**src/hdl/txsa_pkg.sv**
```systemverilog
package txsa_pkg;

  // ***********************************************
  // Register map and field positions
  // ***********************************************
  localparam logic [3:0] CTRL_ADDR = 4'h0;
  localparam logic [3:0] CFG_ADDR = 4'h1;
  localparam int FORCE_BUSY_BIT = 12;
  localparam int ACCESSED_BIT = 11;
  localparam int NEXT_BUF_BIT = 10;
  localparam int ACK_BIT = 8;
  localparam int ENABLE_BIT = 2;
  localparam int GLOBAL_BUSY_BIT = 0;
  localparam int FREEZE_BIT = 1;
  localparam int BUF_MODE_LSB = 2;
  localparam logic [15:0] CTRL_RESET = 16'h0000;
  localparam logic [15:0] CFG_RESET = 16'h0000;

  // ***********************************************
  // Buffer modes
  // ***********************************************
  typedef enum logic [1:0] {
    MODE_PINGPONG = 2'h0,
    MODE_INDEXED = 2'h1,
    MODE_CIRC1 = 2'h2,
    MODE_CIRC2 = 2'h3
  } buf_mode_t;

  // Message end report from the protocol engine
  typedef struct packed {
    logic done;
    logic error;
    logic illegal;
  } msg_end_t;

  // Command start report
  typedef struct packed {
    logic valid;
  } msg_start_t;

  // ***********************************************
  // Message tracking states
  // ***********************************************
  typedef enum logic [1:0] {
    ST_IDLE = 2'b01,
    ST_MSG = 2'b10
  } msg_state_t;

endpackage

```
**src/hdl/rt_tx_subaddr_ctrl_bits.sv**
```systemverilog
`timescale 1ns/100ps
// Behaviour
// Force-busy flag makes status Busy bit set
// Busy message: no data, pointer kept
// Per-subaddress busy independent of global busy
// Set accessed flag at message completion
// Clear accessed on reset, soft reset, read
// Host may poll accessed flag for activity
// Pointer picks buffer A or B, read-only
// Toggle pointer after each error-free message
// Host should set freeze to protect pointer
// Resets clear pointer to buffer A
// Pointer ignored in indexed or circular modes
// Ping-pong without ack: keep pointer steady
// Force-busy flag changes only by host write
module rt_tx_subaddr_ctrl_bits
  import txsa_pkg::*;
(
  // Clock and reset
  input wire logic mclk,
  input wire logic rst_n,
  input wire logic soft_reset_cmd,
  // Register port
  input wire logic [3:0] addr,
  input wire logic [15:0] wdata,
  input wire logic wr,
  input wire logic rd,
  output logic [15:0] rdata,
  // Protocol engine side
  input wire txsa_pkg::msg_start_t msg_start,
  input wire txsa_pkg::msg_end_t msg_end,
  input wire logic pingpong_ack_flag,
  output logic busy_status,
  output logic send_data,
  output logic use_buffer_b
);
  import txsa_pkg::*;

  // ***********************************************
  // Control and configuration state
  // ***********************************************
  logic force_busy_flag_q, force_busy_flag_d;
  logic descriptor_accessed_flag_q, descriptor_accessed_flag_d;
  logic next_buffer_select_q, next_buffer_select_d;
  logic pingpong_enable_flag_q, pingpong_enable_flag_d;
  logic global_busy_q, global_busy_d;
  logic freeze_pointer_on_fail_q, freeze_pointer_on_fail_d;
  buf_mode_t buf_mode_q, buf_mode_d;
  msg_state_t state_q, state_d;
  logic msg_busy_q, msg_busy_d;
  logic [15:0] rdata_q, rdata_d;
  logic [15:0] ctrl_word;
  logic pp_active;
  logic busy_now;
  logic clr;
  logic wr_ctrl;
  logic wr_cfg;
  logic rd_ctrl;
  logic rd_cfg;
  logic msg_done;
  logic ptr_advance;

  assign clr = soft_reset_cmd;
  assign pp_active = pingpong_enable_flag_q && pingpong_ack_flag
    && (buf_mode_q == MODE_PINGPONG);
  assign busy_now = force_busy_flag_q || global_busy_q;

  always_comb begin
    ctrl_word = CTRL_RESET;
    ctrl_word[FORCE_BUSY_BIT] = force_busy_flag_q;
    ctrl_word[ACCESSED_BIT] = descriptor_accessed_flag_q;
    ctrl_word[NEXT_BUF_BIT] = next_buffer_select_q;
    ctrl_word[ACK_BIT] = pingpong_ack_flag;
    ctrl_word[ENABLE_BIT] = pingpong_enable_flag_q;
  end

  // ***********************************************
  // Access decode
  // ***********************************************
  assign wr_ctrl = wr && (addr == CTRL_ADDR);
  assign wr_cfg = wr && (addr == CFG_ADDR);
  assign rd_ctrl = rd && (addr == CTRL_ADDR);
  assign rd_cfg = rd && (addr == CFG_ADDR);
  assign msg_done = (state_q == ST_MSG) && msg_end.done;

  // ***********************************************
  // Host-owned control bits
  // ***********************************************
  always_comb begin
    force_busy_flag_d = force_busy_flag_q;
    pingpong_enable_flag_d = pingpong_enable_flag_q;
    // Only a host write moves the busy flag
    if (wr_ctrl) begin
      force_busy_flag_d = wdata[FORCE_BUSY_BIT];
      pingpong_enable_flag_d = wdata[ENABLE_BIT];
    end
  end

  always_ff @(posedge mclk) begin
    if (!rst_n) begin
      force_busy_flag_q <= 1'b0;
      pingpong_enable_flag_q <= 1'b0;
    end else begin
      force_busy_flag_q <= force_busy_flag_d;
      pingpong_enable_flag_q <= pingpong_enable_flag_d;
    end
  end

  // ***********************************************
  // Configuration bits
  // ***********************************************
  always_comb begin
    global_busy_d = global_busy_q;
    freeze_pointer_on_fail_d = freeze_pointer_on_fail_q;
    buf_mode_d = buf_mode_q;
    // Soft reset leaves configuration alone
    if (wr_cfg) begin
      global_busy_d = wdata[GLOBAL_BUSY_BIT];
      freeze_pointer_on_fail_d = wdata[FREEZE_BIT];
      buf_mode_d = buf_mode_t'(wdata[BUF_MODE_LSB +: 2]);
    end
  end

  always_ff @(posedge mclk) begin
    if (!rst_n) begin
      global_busy_q <= 1'b0;
      freeze_pointer_on_fail_q <= 1'b0;
      buf_mode_q <= MODE_PINGPONG;
    end else begin
      global_busy_q <= global_busy_d;
      freeze_pointer_on_fail_q <= freeze_pointer_on_fail_d;
      buf_mode_q <= buf_mode_d;
    end
  end

  // ***********************************************
  // Message tracking
  // ***********************************************
  always_comb begin
    state_d = state_q;
    msg_busy_d = msg_busy_q;
    case (state_q)
      ST_IDLE: begin
        // Busy is latched once so a mid-message write cannot split a reply
        if (msg_start.valid) begin
          state_d = ST_MSG;
          msg_busy_d = busy_now;
        end
      end
      ST_MSG: begin
        if (msg_end.done) begin
          state_d = ST_IDLE;
        end
      end
      default: begin
        state_d = ST_IDLE;
      end
    endcase
    if (clr) begin
      state_d = ST_IDLE;
    end
  end

  always_ff @(posedge mclk) begin
    if (!rst_n) begin
      state_q <= ST_IDLE;
      msg_busy_q <= 1'b0;
    end else begin
      state_q <= state_d;
      msg_busy_q <= msg_busy_d;
    end
  end

  // ***********************************************
  // Accessed flag
  // ***********************************************
  always_comb begin
    descriptor_accessed_flag_d = descriptor_accessed_flag_q;
    if (rd_ctrl) begin
      descriptor_accessed_flag_d = 1'b0;
    end
    // Completion beats a same-cycle read clear, so no event is lost
    if (msg_done) begin
      descriptor_accessed_flag_d = 1'b1;
    end
    if (clr) begin
      descriptor_accessed_flag_d = 1'b0;
    end
  end

  always_ff @(posedge mclk) begin
    if (!rst_n) begin
      descriptor_accessed_flag_q <= 1'b0;
    end else begin
      descriptor_accessed_flag_q <= descriptor_accessed_flag_d;
    end
  end

  // ***********************************************
  // Buffer pointer
  // ***********************************************
  assign ptr_advance = msg_done && pp_active && !msg_busy_q && !msg_end.error
    && !(msg_end.illegal && freeze_pointer_on_fail_q);

  always_comb begin
    next_buffer_select_d = next_buffer_select_q;
    if (ptr_advance) begin
      next_buffer_select_d = !next_buffer_select_q;
    end
    if (clr) begin
      next_buffer_select_d = 1'b0;
    end
  end

  always_ff @(posedge mclk) begin
    if (!rst_n) begin
      next_buffer_select_q <= 1'b0;
    end else begin
      next_buffer_select_q <= next_buffer_select_d;
    end
  end

  // ***********************************************
  // Read data
  // ***********************************************
  always_comb begin
    rdata_d = 16'h0000;
    if (rd_ctrl) begin
      rdata_d = ctrl_word;
    end else if (rd_cfg) begin
      rdata_d[GLOBAL_BUSY_BIT] = global_busy_q;
      rdata_d[FREEZE_BIT] = freeze_pointer_on_fail_q;
      rdata_d[BUF_MODE_LSB +: 2] = buf_mode_q;
    end
  end

  always_ff @(posedge mclk) begin
    if (!rst_n) begin
      rdata_q <= 16'h0000;
    end else begin
      rdata_q <= rdata_d;
    end
  end

  assign rdata = rdata_q;
  assign busy_status = (state_q == ST_MSG) && msg_busy_q;
  assign send_data = (state_q == ST_MSG) && !msg_busy_q;
  // Without the acknowledge the pointer still names the buffer, it just stops toggling
  assign use_buffer_b = pingpong_enable_flag_q && (buf_mode_q == MODE_PINGPONG)
    && next_buffer_select_q;
endmodule

```
**config.mk**
```make
export PLATFORM = sky130hd
export DESIGN_NAME = rt_tx_subaddr_ctrl_bits
export DESIGN_NICKNAME = d
export VERILOG_FILES = /design/src/hdl/txsa_pkg.sv /design/src/hdl/rt_tx_subaddr_ctrl_bits.sv
export SDC_FILE = /design/constraint.sdc
export NUM_CORES = 1
export LEC_CHECK = 0
export ABC_AREA = 0
export BUFFER_PORTS_ARGS = -buffer_cell sky130_fd_sc_hd__buf_2
export CAP_MARGIN = 20
export CELL_PAD_IN_SITES_DETAIL_PLACEMENT = 0
export CELL_PAD_IN_SITES_GLOBAL_PLACEMENT = 1
export CORE_ASPECT_RATIO = 2
export CORE_MARGIN = 4
export CORE_UTILIZATION = 29
export DETAILED_ROUTE_END_ITERATION = 7
export GPL_ROUTABILITY_DRIVEN = 0
export PLACE_DENSITY = 0.86
export REMOVE_ABC_BUFFERS = 1
export SLEW_MARGIN = 20
export SYNTH_ARGS = -nofsm -noshare
export SYNTH_HDL_FRONTEND = slang
export SYNTH_SLANG_ARGS = --single-unit
export TNS_END_PERCENT = 5
```
**constraint.sdc**
```tcl
create_clock -name mclk -period 1 [get_ports mclk]
set_input_delay 0.1 -clock mclk [delete_from_list [all_inputs] [get_ports mclk]]
set_output_delay 0.1 -clock mclk [all_outputs]
set_load 0.01 [all_outputs]
```
Word-level counts from Yosys, hierarchy flattened
Index checks and enable logic that the tools add are counted.
{"block": "word_totals", "register_bits": 27}
{"block": "op_classes", "n_reduce_logical": 29, "eq_ne": 5, "bitwise": 2, "n_mux": 7}
{"cell": "1-bit logical AND", "n": 16}
{"cell": "3-bit two-way mux", "n": 2}
{"cell": "2-bit AND reduction", "n": 3}
{"cell": "4-bit by 1-bit == test with 1-bit output, second input constant", "n": 1}
{"cell": "1-bit logical NOT", "n": 4}
{"cell": "4-bit logical NOT", "n": 1}
{"cell": "2-bit two-way mux", "n": 2}
{"cell": "2-bit inequality test, second input constant", "n": 2}
{"cell": "2-bit case mux with 2 select lines", "n": 1}
{"cell": "3-bit OR reduction", "n": 1}
{"cell": "2-bit by 1-bit == test with 1-bit output, second input constant", "n": 1}
{"cell": "2-bit == test, second input constant", "n": 1}
{"cell": "2-bit logical NOT", "n": 1}
{"cell": "1-bit two-way mux", "n": 2}
{"cell": "1-bit inverter", "n": 2}
{"cell": "2-bit nonzero test", "n": 1}
{"cell": "2-bit OR reduction", "n": 1}
{"cell": "1-bit logical OR", "n": 1}

Logic depth before layout (Yosys ltp)
Gate-level depths: netlist of run 1.
{"block": "logic_depth", "depth_word": 6, "mapped_depth": 3, "ltp_nobuf": 3}

Worst setup path before layout of run 1
No wires, ideal clock.
{"block": "synth_path", "path_kind": "register to register", "from": "register state_q[1]", "to": "register next_buffer_select_q", "setup_ns": 0.119, "t_arrival_ns": 0.858, "setup_slack_ns": 0.023, "t_required_ns": 0.881, "stages_incl_launch_ff": 4, "path_cell_list": "dfxtp_1 > nor3b_2 > nand4_1 > mux2i_1"}
{"block": "synth_between", "elab_chain_len": 6}
{"element": "from (decl)", "line": "rt_tx_subaddr_ctrl_bits.sv:49", "text": "msg_state_t state_q, state_d;"}
{"element": "from (signal assigned)", "line": "rt_tx_subaddr_ctrl_bits.sv:169", "text": "state_q <= state_d;"}
{"element": "2-bit == test", "line": "rt_tx_subaddr_ctrl_bits.sv:84", "text": "assign msg_done = (state_q == ST_MSG) && msg_end.done;"}
{"element": "1-bit logical AND", "line": "rt_tx_subaddr_ctrl_bits.sv:84"}
{"element": "1-bit logical AND (3 in a row)", "line": "rt_tx_subaddr_ctrl_bits.sv:202", "text": "assign ptr_advance = msg_done && pp_active && !msg_busy_q && !msg_end.error"}
{"element": "1-bit logical AND", "line": "rt_tx_subaddr_ctrl_bits.sv:203", "text": "&& !(msg_end.illegal && freeze_pointer_on_fail_q);"}
{"element": "to (signal assigned)", "line": "rt_tx_subaddr_ctrl_bits.sv:219", "text": "next_buffer_select_q <= next_buffer_select_d;"}
{"element": "to (decl)", "line": "rt_tx_subaddr_ctrl_bits.sv:44", "text": "logic next_buffer_select_q, next_buffer_select_d;"}
Every way passes these cells.
A chain may end at the register's enable or synchronous reset.

Worst setup path after layout of run 1
{"block": "layout_path", "from": "register buf_mode_q[1]", "to": "output use_buffer_b"}
{"block": "layout_between", "elab_chain_len": 3}
{"element": "from (decl)", "line": "rt_tx_subaddr_ctrl_bits.sv:48", "text": "buf_mode_t buf_mode_q, buf_mode_d;"}
{"element": "from (signal assigned)", "line": "rt_tx_subaddr_ctrl_bits.sv:132", "text": "buf_mode_q <= buf_mode_d;"}
{"element": "2-bit logical NOT", "line": "rt_tx_subaddr_ctrl_bits.sv:249", "text": "assign use_buffer_b = pingpong_enable_flag_q && (buf_mode_q == MODE_PINGPONG)"}
{"element": "1-bit logical AND", "line": "rt_tx_subaddr_ctrl_bits.sv:249"}
{"element": "1-bit logical AND", "line": "rt_tx_subaddr_ctrl_bits.sv:250", "text": "&& next_buffer_select_q;"}
{"element": "to (decl)", "line": "rt_tx_subaddr_ctrl_bits.sv:35", "text": "output logic use_buffer_b"}
Every way passes these cells.

==> impl_metrics.toml, run 1 <==
[die]
core_area_um2 = 2603
start_util_pct = 30.96
dieArea_um2 = 3737
rows = 26
die_x_um = 45.27
die_h_um = 82.55
io_pins = 49

[min_path]
worstHoldPathType = "in2reg"
min_from = "pingpong_ack_flag"
min_path_cells = 2
min_to = "rdata[8]$_SDFF_PN0_"

[timing]
setup_viol = 3
hold_viol = 0
fin_setup_tns_ns = -0.2567
slew_violations = 0
timing.final.crit_share_pct = 112.6
period_needed_ns = 1.126
fin_skew_ns = 0.001058
timing.fmax_mhz = 887.9
holdWs_ns = 0.06219
rsz0062_at_grt = "yes"
fin_ws_ns = -0.1263

[cts]
clock-sinks = 19
postCtsSetupRepairBufs = 0
clk_latency_ns = 0.25
cts_tree = "yes"
numCtsBuffers = 3
htreeDepth = 1
path_clk_slew_ns = 0.06
clock_path_buffers = 2
root_buffer = "clkbuf_8"

[finish]
final_nets = 155
diodes = 0
final_util_pct = 40.43
area_growth_pct = 30.59
final_cell_mix = "buf_2 (29), dfxtp_1 (16), and2_1 (8), conb_1 (8)"
n_fill_cell = 288
final_common_cell = "buf_2"
layout-drive-gt1-share_pct = 37.10

[run]
drv_cap = 0

[setup_path]
max_stage_delay_ns = 0.33
critPathLaunchType = "flip-flop"
critPathKind = "reg2out"
path_max_fanout = 2
worstPathCellList = "nor3b_2, and2_1, buf_2"
r2r_cells = 3
cp-startpoint = "buf_mode_q[1]$_SDFFE_PN0P_"
r2r_slack_ns = 0.04
crit_arrival_ns = 1.03
r2r-start = "state_q[1]$_SDFFE_PP0P_"
cpMaxStageDelayCell = "dfxtp_2"
required_ns = 0.90
reg2reg_to = "next_buffer_select_q$_SDFFE_PP0P_"
cp-end-kind = "output pin"

[synth]
synth_cell_type_count = 26
synth_top_family_by_area = "simple AND/OR/NAND/NOR gates"
netlist_area_um2 = 805.8
synth.area.mux_share_pct = 1.242
avgSynthCellArea_um2 = 9.369
synth_compound_area_share_pct = 12.42
synth_adder_area_share_pct = 0
synth-seq-cells = 19
synthXorXnorAreaFrac_pct = 0
synthCells = 86
yosys.area_share.simple_pct = 29.81
yosysWarnings = 0
seq_area_frac_synth_pct = 47.20

[detailed_routing]
drtPass1Iterations = 4
wirelength_um = 1694
wl_per_cell_um = 11.14
viasPerCell = 4.658
dr_total_vias = 708
drtAntennaViolNets = 0
drc = 0
drt_iter0_markers = 7

[placement]
hpwl_um = 1444
portBuffers = 29

[global_route]
grt_pass1_wl_um = 2732
grt_use_total_pct = 10.02
grt.overflow.total = 0
antenna_found_initial = 0
first_global_vias = 691
grt_start_max_net_pins = 11

[power]
internal-power_mw = 1.110
power_frac_seq_pct = 54.6
pwr_density_cell_nw_per_um2 = 1349
p_leak_nw = 0.4878
p_sw_share_pct = 21.80
combPwrFrac_pct = 8.9
ir_drop_mv = 0.7814
finalPower_mw = 1.419
clockPowerShare_pct = 36.5
p_switching_uw = 309.3

[outcome]
violations = "setup timing"
status = "complete, but fails checks"
timing repair:
| item | 4_1_cts | 5_1_grt |
|---|---|---|
| pin swaps | 2 | 2 |
| resized for setup | 3 | 2 |
| hold buffers | 0 | 0 |
| setup endpoints to repair | 3 | 5 |
layer usage:
metal | share of wire (%) | GRT usage [%] | vias to the layer above
li1 | - | - | 356
met2 | 53 | 18.18 | 33
met1 | 32 | 8.827 | 311
met3 | 9.6 | 0.4338 | 8
met5 | 0 | 0 | -
met4 | 5.5 | 10.56 | 0
worst max-delay path by stage:
stage,endpoint,slack (ns),cells after the start
final,use_buffer_b,-0.13,3
after global routing,use_buffer_b,-0.19,3
after CTS,use_buffer_b,-0.14,3
after detailed placement,freeze_pointer_on_fail_q$_SDFFE_PN0P_,-0.01,4
after global placement,buf_mode_q[1]$_SDFFE_PN0P_,0.005,4
after floorplan,next_buffer_select_q$_SDFFE_PP0P_,0.02,3
cells in the mapped netlist:
cell type / instances / share of area (%)
a21boi_1: 1 / 0.93
o21ai_1: 6 / 3.7
nand3_1: 6 / 3.7
a22o_1: 1 / 1.1
a21oi_1: 6 / 3.7
nor3b_1: 2 / 1.9
or3b_4: 1 / 1.4
nand4bb_1: 1 / 1.4
nor2b_1: 2 / 1.6
buf_4: 8 / 7.5
inv_1: 3 / 1.4
nand2_1: 2 / 0.93
o41ai_1: 1 / 1.1
nand2b_1: 2 / 1.6
nor3b_2: 2 / 3.1
dfxtp_1: 19 / 47
mux2i_1: 1 / 1.2
or2_1: 1 / 0.78
a211oi_1: 1 / 0.93
nand3b_1: 1 / 0.93
nor2_1: 5 / 2.3
and3b_1: 3 / 3.3
o21a_1: 1 / 0.93
and2_1: 8 / 6.2
nand4_1: 1 / 0.78
conb_1: 1 / 0.47
layout make-up:
type,count,area [um^2],area share (%)
multi-input cells,63,386.6,36.74
flip-flops and latches,19,384.1,36.50
repair buffers,35,190.2,18.07
clock buffers,4,45.04,4.281
well taps,28,35.03,3.329
inverters,3,11.26,1.070
flip-flops by register name, indices dropped and copies added, names as in the netlist:
register,count
rdata,8
buf_mode_q,2
state_q,2
descriptor_accessed_flag_q,1
force_busy_flag_q,1
freeze_pointer_on_fail_q,1
global_busy_q,1
msg_busy_q,1
next_buffer_select_q,1
pingpong_enable_flag_q,1
metrics by stage:
stage,worst slack [ns],instances,instance area [um^2]
CTS,-0.1394,152,1050
global placement,0.004907,148,997.2
detailed placement,-0.01456,148,997.2
global route,-0.1945,152,1052
finish,-0.1263,152,1052
floorplan,0.02338,85,772.0
power groups by stage:
stage / Sequential [mW] / Clock, mW / Combinational [mW]
floorplan: 0.790 / 0 / 0.0603
global placement: 0.791 / 0 / 0.123
detailed placement: 0.791 / 0 / 0.126
CTS: 0.775 / 0.534 / 0.126
global route: 0.776 / 0.576 / 0.141
finish: 0.775 / 0.518 / 0.126
critical path: cells and delay by family, from the launching register on:
family	cells	cell delay (ns)
simple gates	2	0.33
flops	1	0.33
buf+inv	1	0.12
logic make-up after synthesis:
family | count (synthesis)
and+or+nand+nor | 37
DFF | 19
AOI/OAI and AO/OA | 17
buffers and inverters | 11
muxes | 1
other | 1
No activity file was read; power rests on OpenSTA's default activity.
==> run 2: changes to the inputs <==
PLACE_DENSITY = unset   (was 0.86)
PLACE_DENSITY_LB_ADDON = 0.1   (was unset)
==> impl_metrics.toml, run 2 (synthesis gave the netlist of run 1 again) <==
[detailed_routing]
drt_iter0_markers = 1
dr_total_vias = 682
drc = 0
drtAntennaViolNets = 0
wl_per_cell_um = 12.40
viasPerCell = 4.372
wirelength_um = 1935
drtPass1Iterations = 3

[global_route]
grt_pass1_wl_um = 3153
grt.overflow.total = 0
antenna_found_initial = 0
first_global_vias = 741
grt_start_max_net_pins = 11
grt_use_total_pct = 11.48

[finish]
diodes = 0
layout-drive-gt1-share_pct = 41.41
final_cell_mix = "buf_2 (29), dfxtp_1 (13), buf_4 (9), and2_1 (8), conb_1 (8)"
final_nets = 159
final_common_cell = "buf_2"
n_fill_cell = 295
area_growth_pct = 37.42
fin_area_um2 = 1107
largest_register_ffs = 8
layoutNonFillerInstCount = 156

[cts]
root_buffer = "clkbuf_8"
clock_path_buffers = 2
cts_tree = "yes"
holdBufCountCts = 0
numCtsBuffers = 3
path_clk_slew_ns = 0.07
clk_latency_ns = 0.25
htreeDepth = 1
clock-sinks = 19

[setup_path]
critPathKind = "reg2out"
cp-startpoint = "buf_mode_q[1]$_SDFFE_PN0P_"
cp-end-kind = "output pin"
path_max_fanout = 3
max_stage_delay_ns = 0.34
cpMaxStageDelayCell = "dfxtp_2"
critPathBufInv = 1
reg2reg_to = "next_buffer_select_q$_SDFFE_PP0P_"
r2r-start = "buf_mode_q[1]$_SDFFE_PN0P_"
critPathLaunchType = "flip-flop"
r2r_cells = 5
r2r_slack_ns = -0.09
crit_arrival_ns = 1.05
cp_top_family = "flip-flops"
worstPathCellList = "nor3b_4, and2_1, buf_2"
required_ns = 0.90
crit_end = "use_buffer_b"
critical_path_cell_count = 3

[die]
rows = 26
io_pins = 49
die_h_um = 82.55
dieArea_um2 = 3737
start_util_pct = 30.96
die_x_um = 45.27
core_area_um2 = 2603

[power]
internal-power_mw = 1.113
p_switching_uw = 333.5
combPwrFrac_pct = 9.4
ir_drop_mv = 0.5733
clockPowerShare_pct = 37.1
p_leak_nw = 0.5110
power_frac_seq_pct = 53.5
finalPower_mw = 1.447
pwr_density_cell_nw_per_um2 = 1307
p_sw_share_pct = 23.05

[run]
drv_cap = 0

[outcome]
violations = "setup timing"
status = "complete, but fails checks"

[placement]
hpwl_um = 1566
portBuffers = 29
dp_cells = 149
placed_area_um2 = 1005

[timing]
fin_skew_ns = 0.0005457
holdWs_ns = 0.05823
fin_ws_ns = -0.1503
rsz0062_at_grt = "yes"
timing.final.crit_share_pct = 115.0
slew_violations = 0
timing.fmax_mhz = 869.3
setup_viol = 4
hold_viol = 0
fin_setup_tns_ns = -0.3264
period_needed_ns = 1.150

[min_path]
worstHoldPathType = "in2reg"
-- run 2: power by group through the flow --
| stage | logic [mW] | clock network (mW) | registers, mW |
|---|---|---|---|
| 6_report | 0.136 | 0.536 | 0.774 |
| 5_1_grt | 0.154 | 0.579 | 0.776 |
| 4_1_cts | 0.135 | 0.551 | 0.775 |
| 3_5_place_dp | 0.132 | 0 | 0.792 |
| 3_3_place_gp | 0.130 | 0 | 0.791 |
| 2_1_floorplan | 0.0603 | 0 | 0.790 |
-- run 2: cell type report --
| class | count | area, um^2 | share of cell area, % |
|---|---|---|---|
| Tap cell | 28 | 35.03 | 3.164 |
| Sequential cell | 19 | 392.9 | 35.48 |
| Timing Repair Buffer | 39 | 224.0 | 20.23 |
| Clock buffer | 4 | 45.04 | 4.068 |
| Inverter | 3 | 11.26 | 1.017 |
| Multi-Input combinational cell | 63 | 399.1 | 36.05 |
-- run 2: how the worst min path moves through the flow --
stage / endpoint / slack [ns] / cells past startpoint / from
after floorplan: rdata[8]$_SDFF_PN0_ / 0.22 / 1 / pingpong_ack_flag
after global placement: rdata[8]$_SDFF_PN0_ / 0.32 / 2 / pingpong_ack_flag
after detailed placement: rdata[8]$_SDFF_PN0_ / 0.32 / 2 / pingpong_ack_flag
after CTS: rdata[8]$_SDFF_PN0_ / 0.06 / 2 / pingpong_ack_flag
after global routing: rdata[8]$_SDFF_PN0_ / 0.07 / 2 / pingpong_ack_flag
final: rdata[8]$_SDFF_PN0_ / 0.06 / 2 / pingpong_ack_flag
-- run 2: per-stage QoR --
| stage | util, % | setup slack [ns] |
|---|---|---|
| after floorplan | - | 0.02338 |
| after global placement | 38.61 | -0.01858 |
| after detailed placement | 38.61 | -0.03086 |
| after CTS | 41.25 | -0.1426 |
| after global routing | 42.55 | -0.1981 |
| final | 42.55 | -0.1503 |
-- run 2: metal layers --
layer / share of wire (%) / routed length [um] / GRT usage, %
met5: 0 / 0 / 0
met4: 1.2 / 23 / 6.158
met3: 6.4 / 123 / 1.952
met2: 56 / 1093 / 22.30
met1: 36 / 694 / 10.54
-- run 2: repair_timing --
action	4_1_cts	5_1_grt
gates resized for setup	4	9
cloned	0	0
buffers inserted	2	1
pin swaps	2	3
setup endpoints to repair	4	5
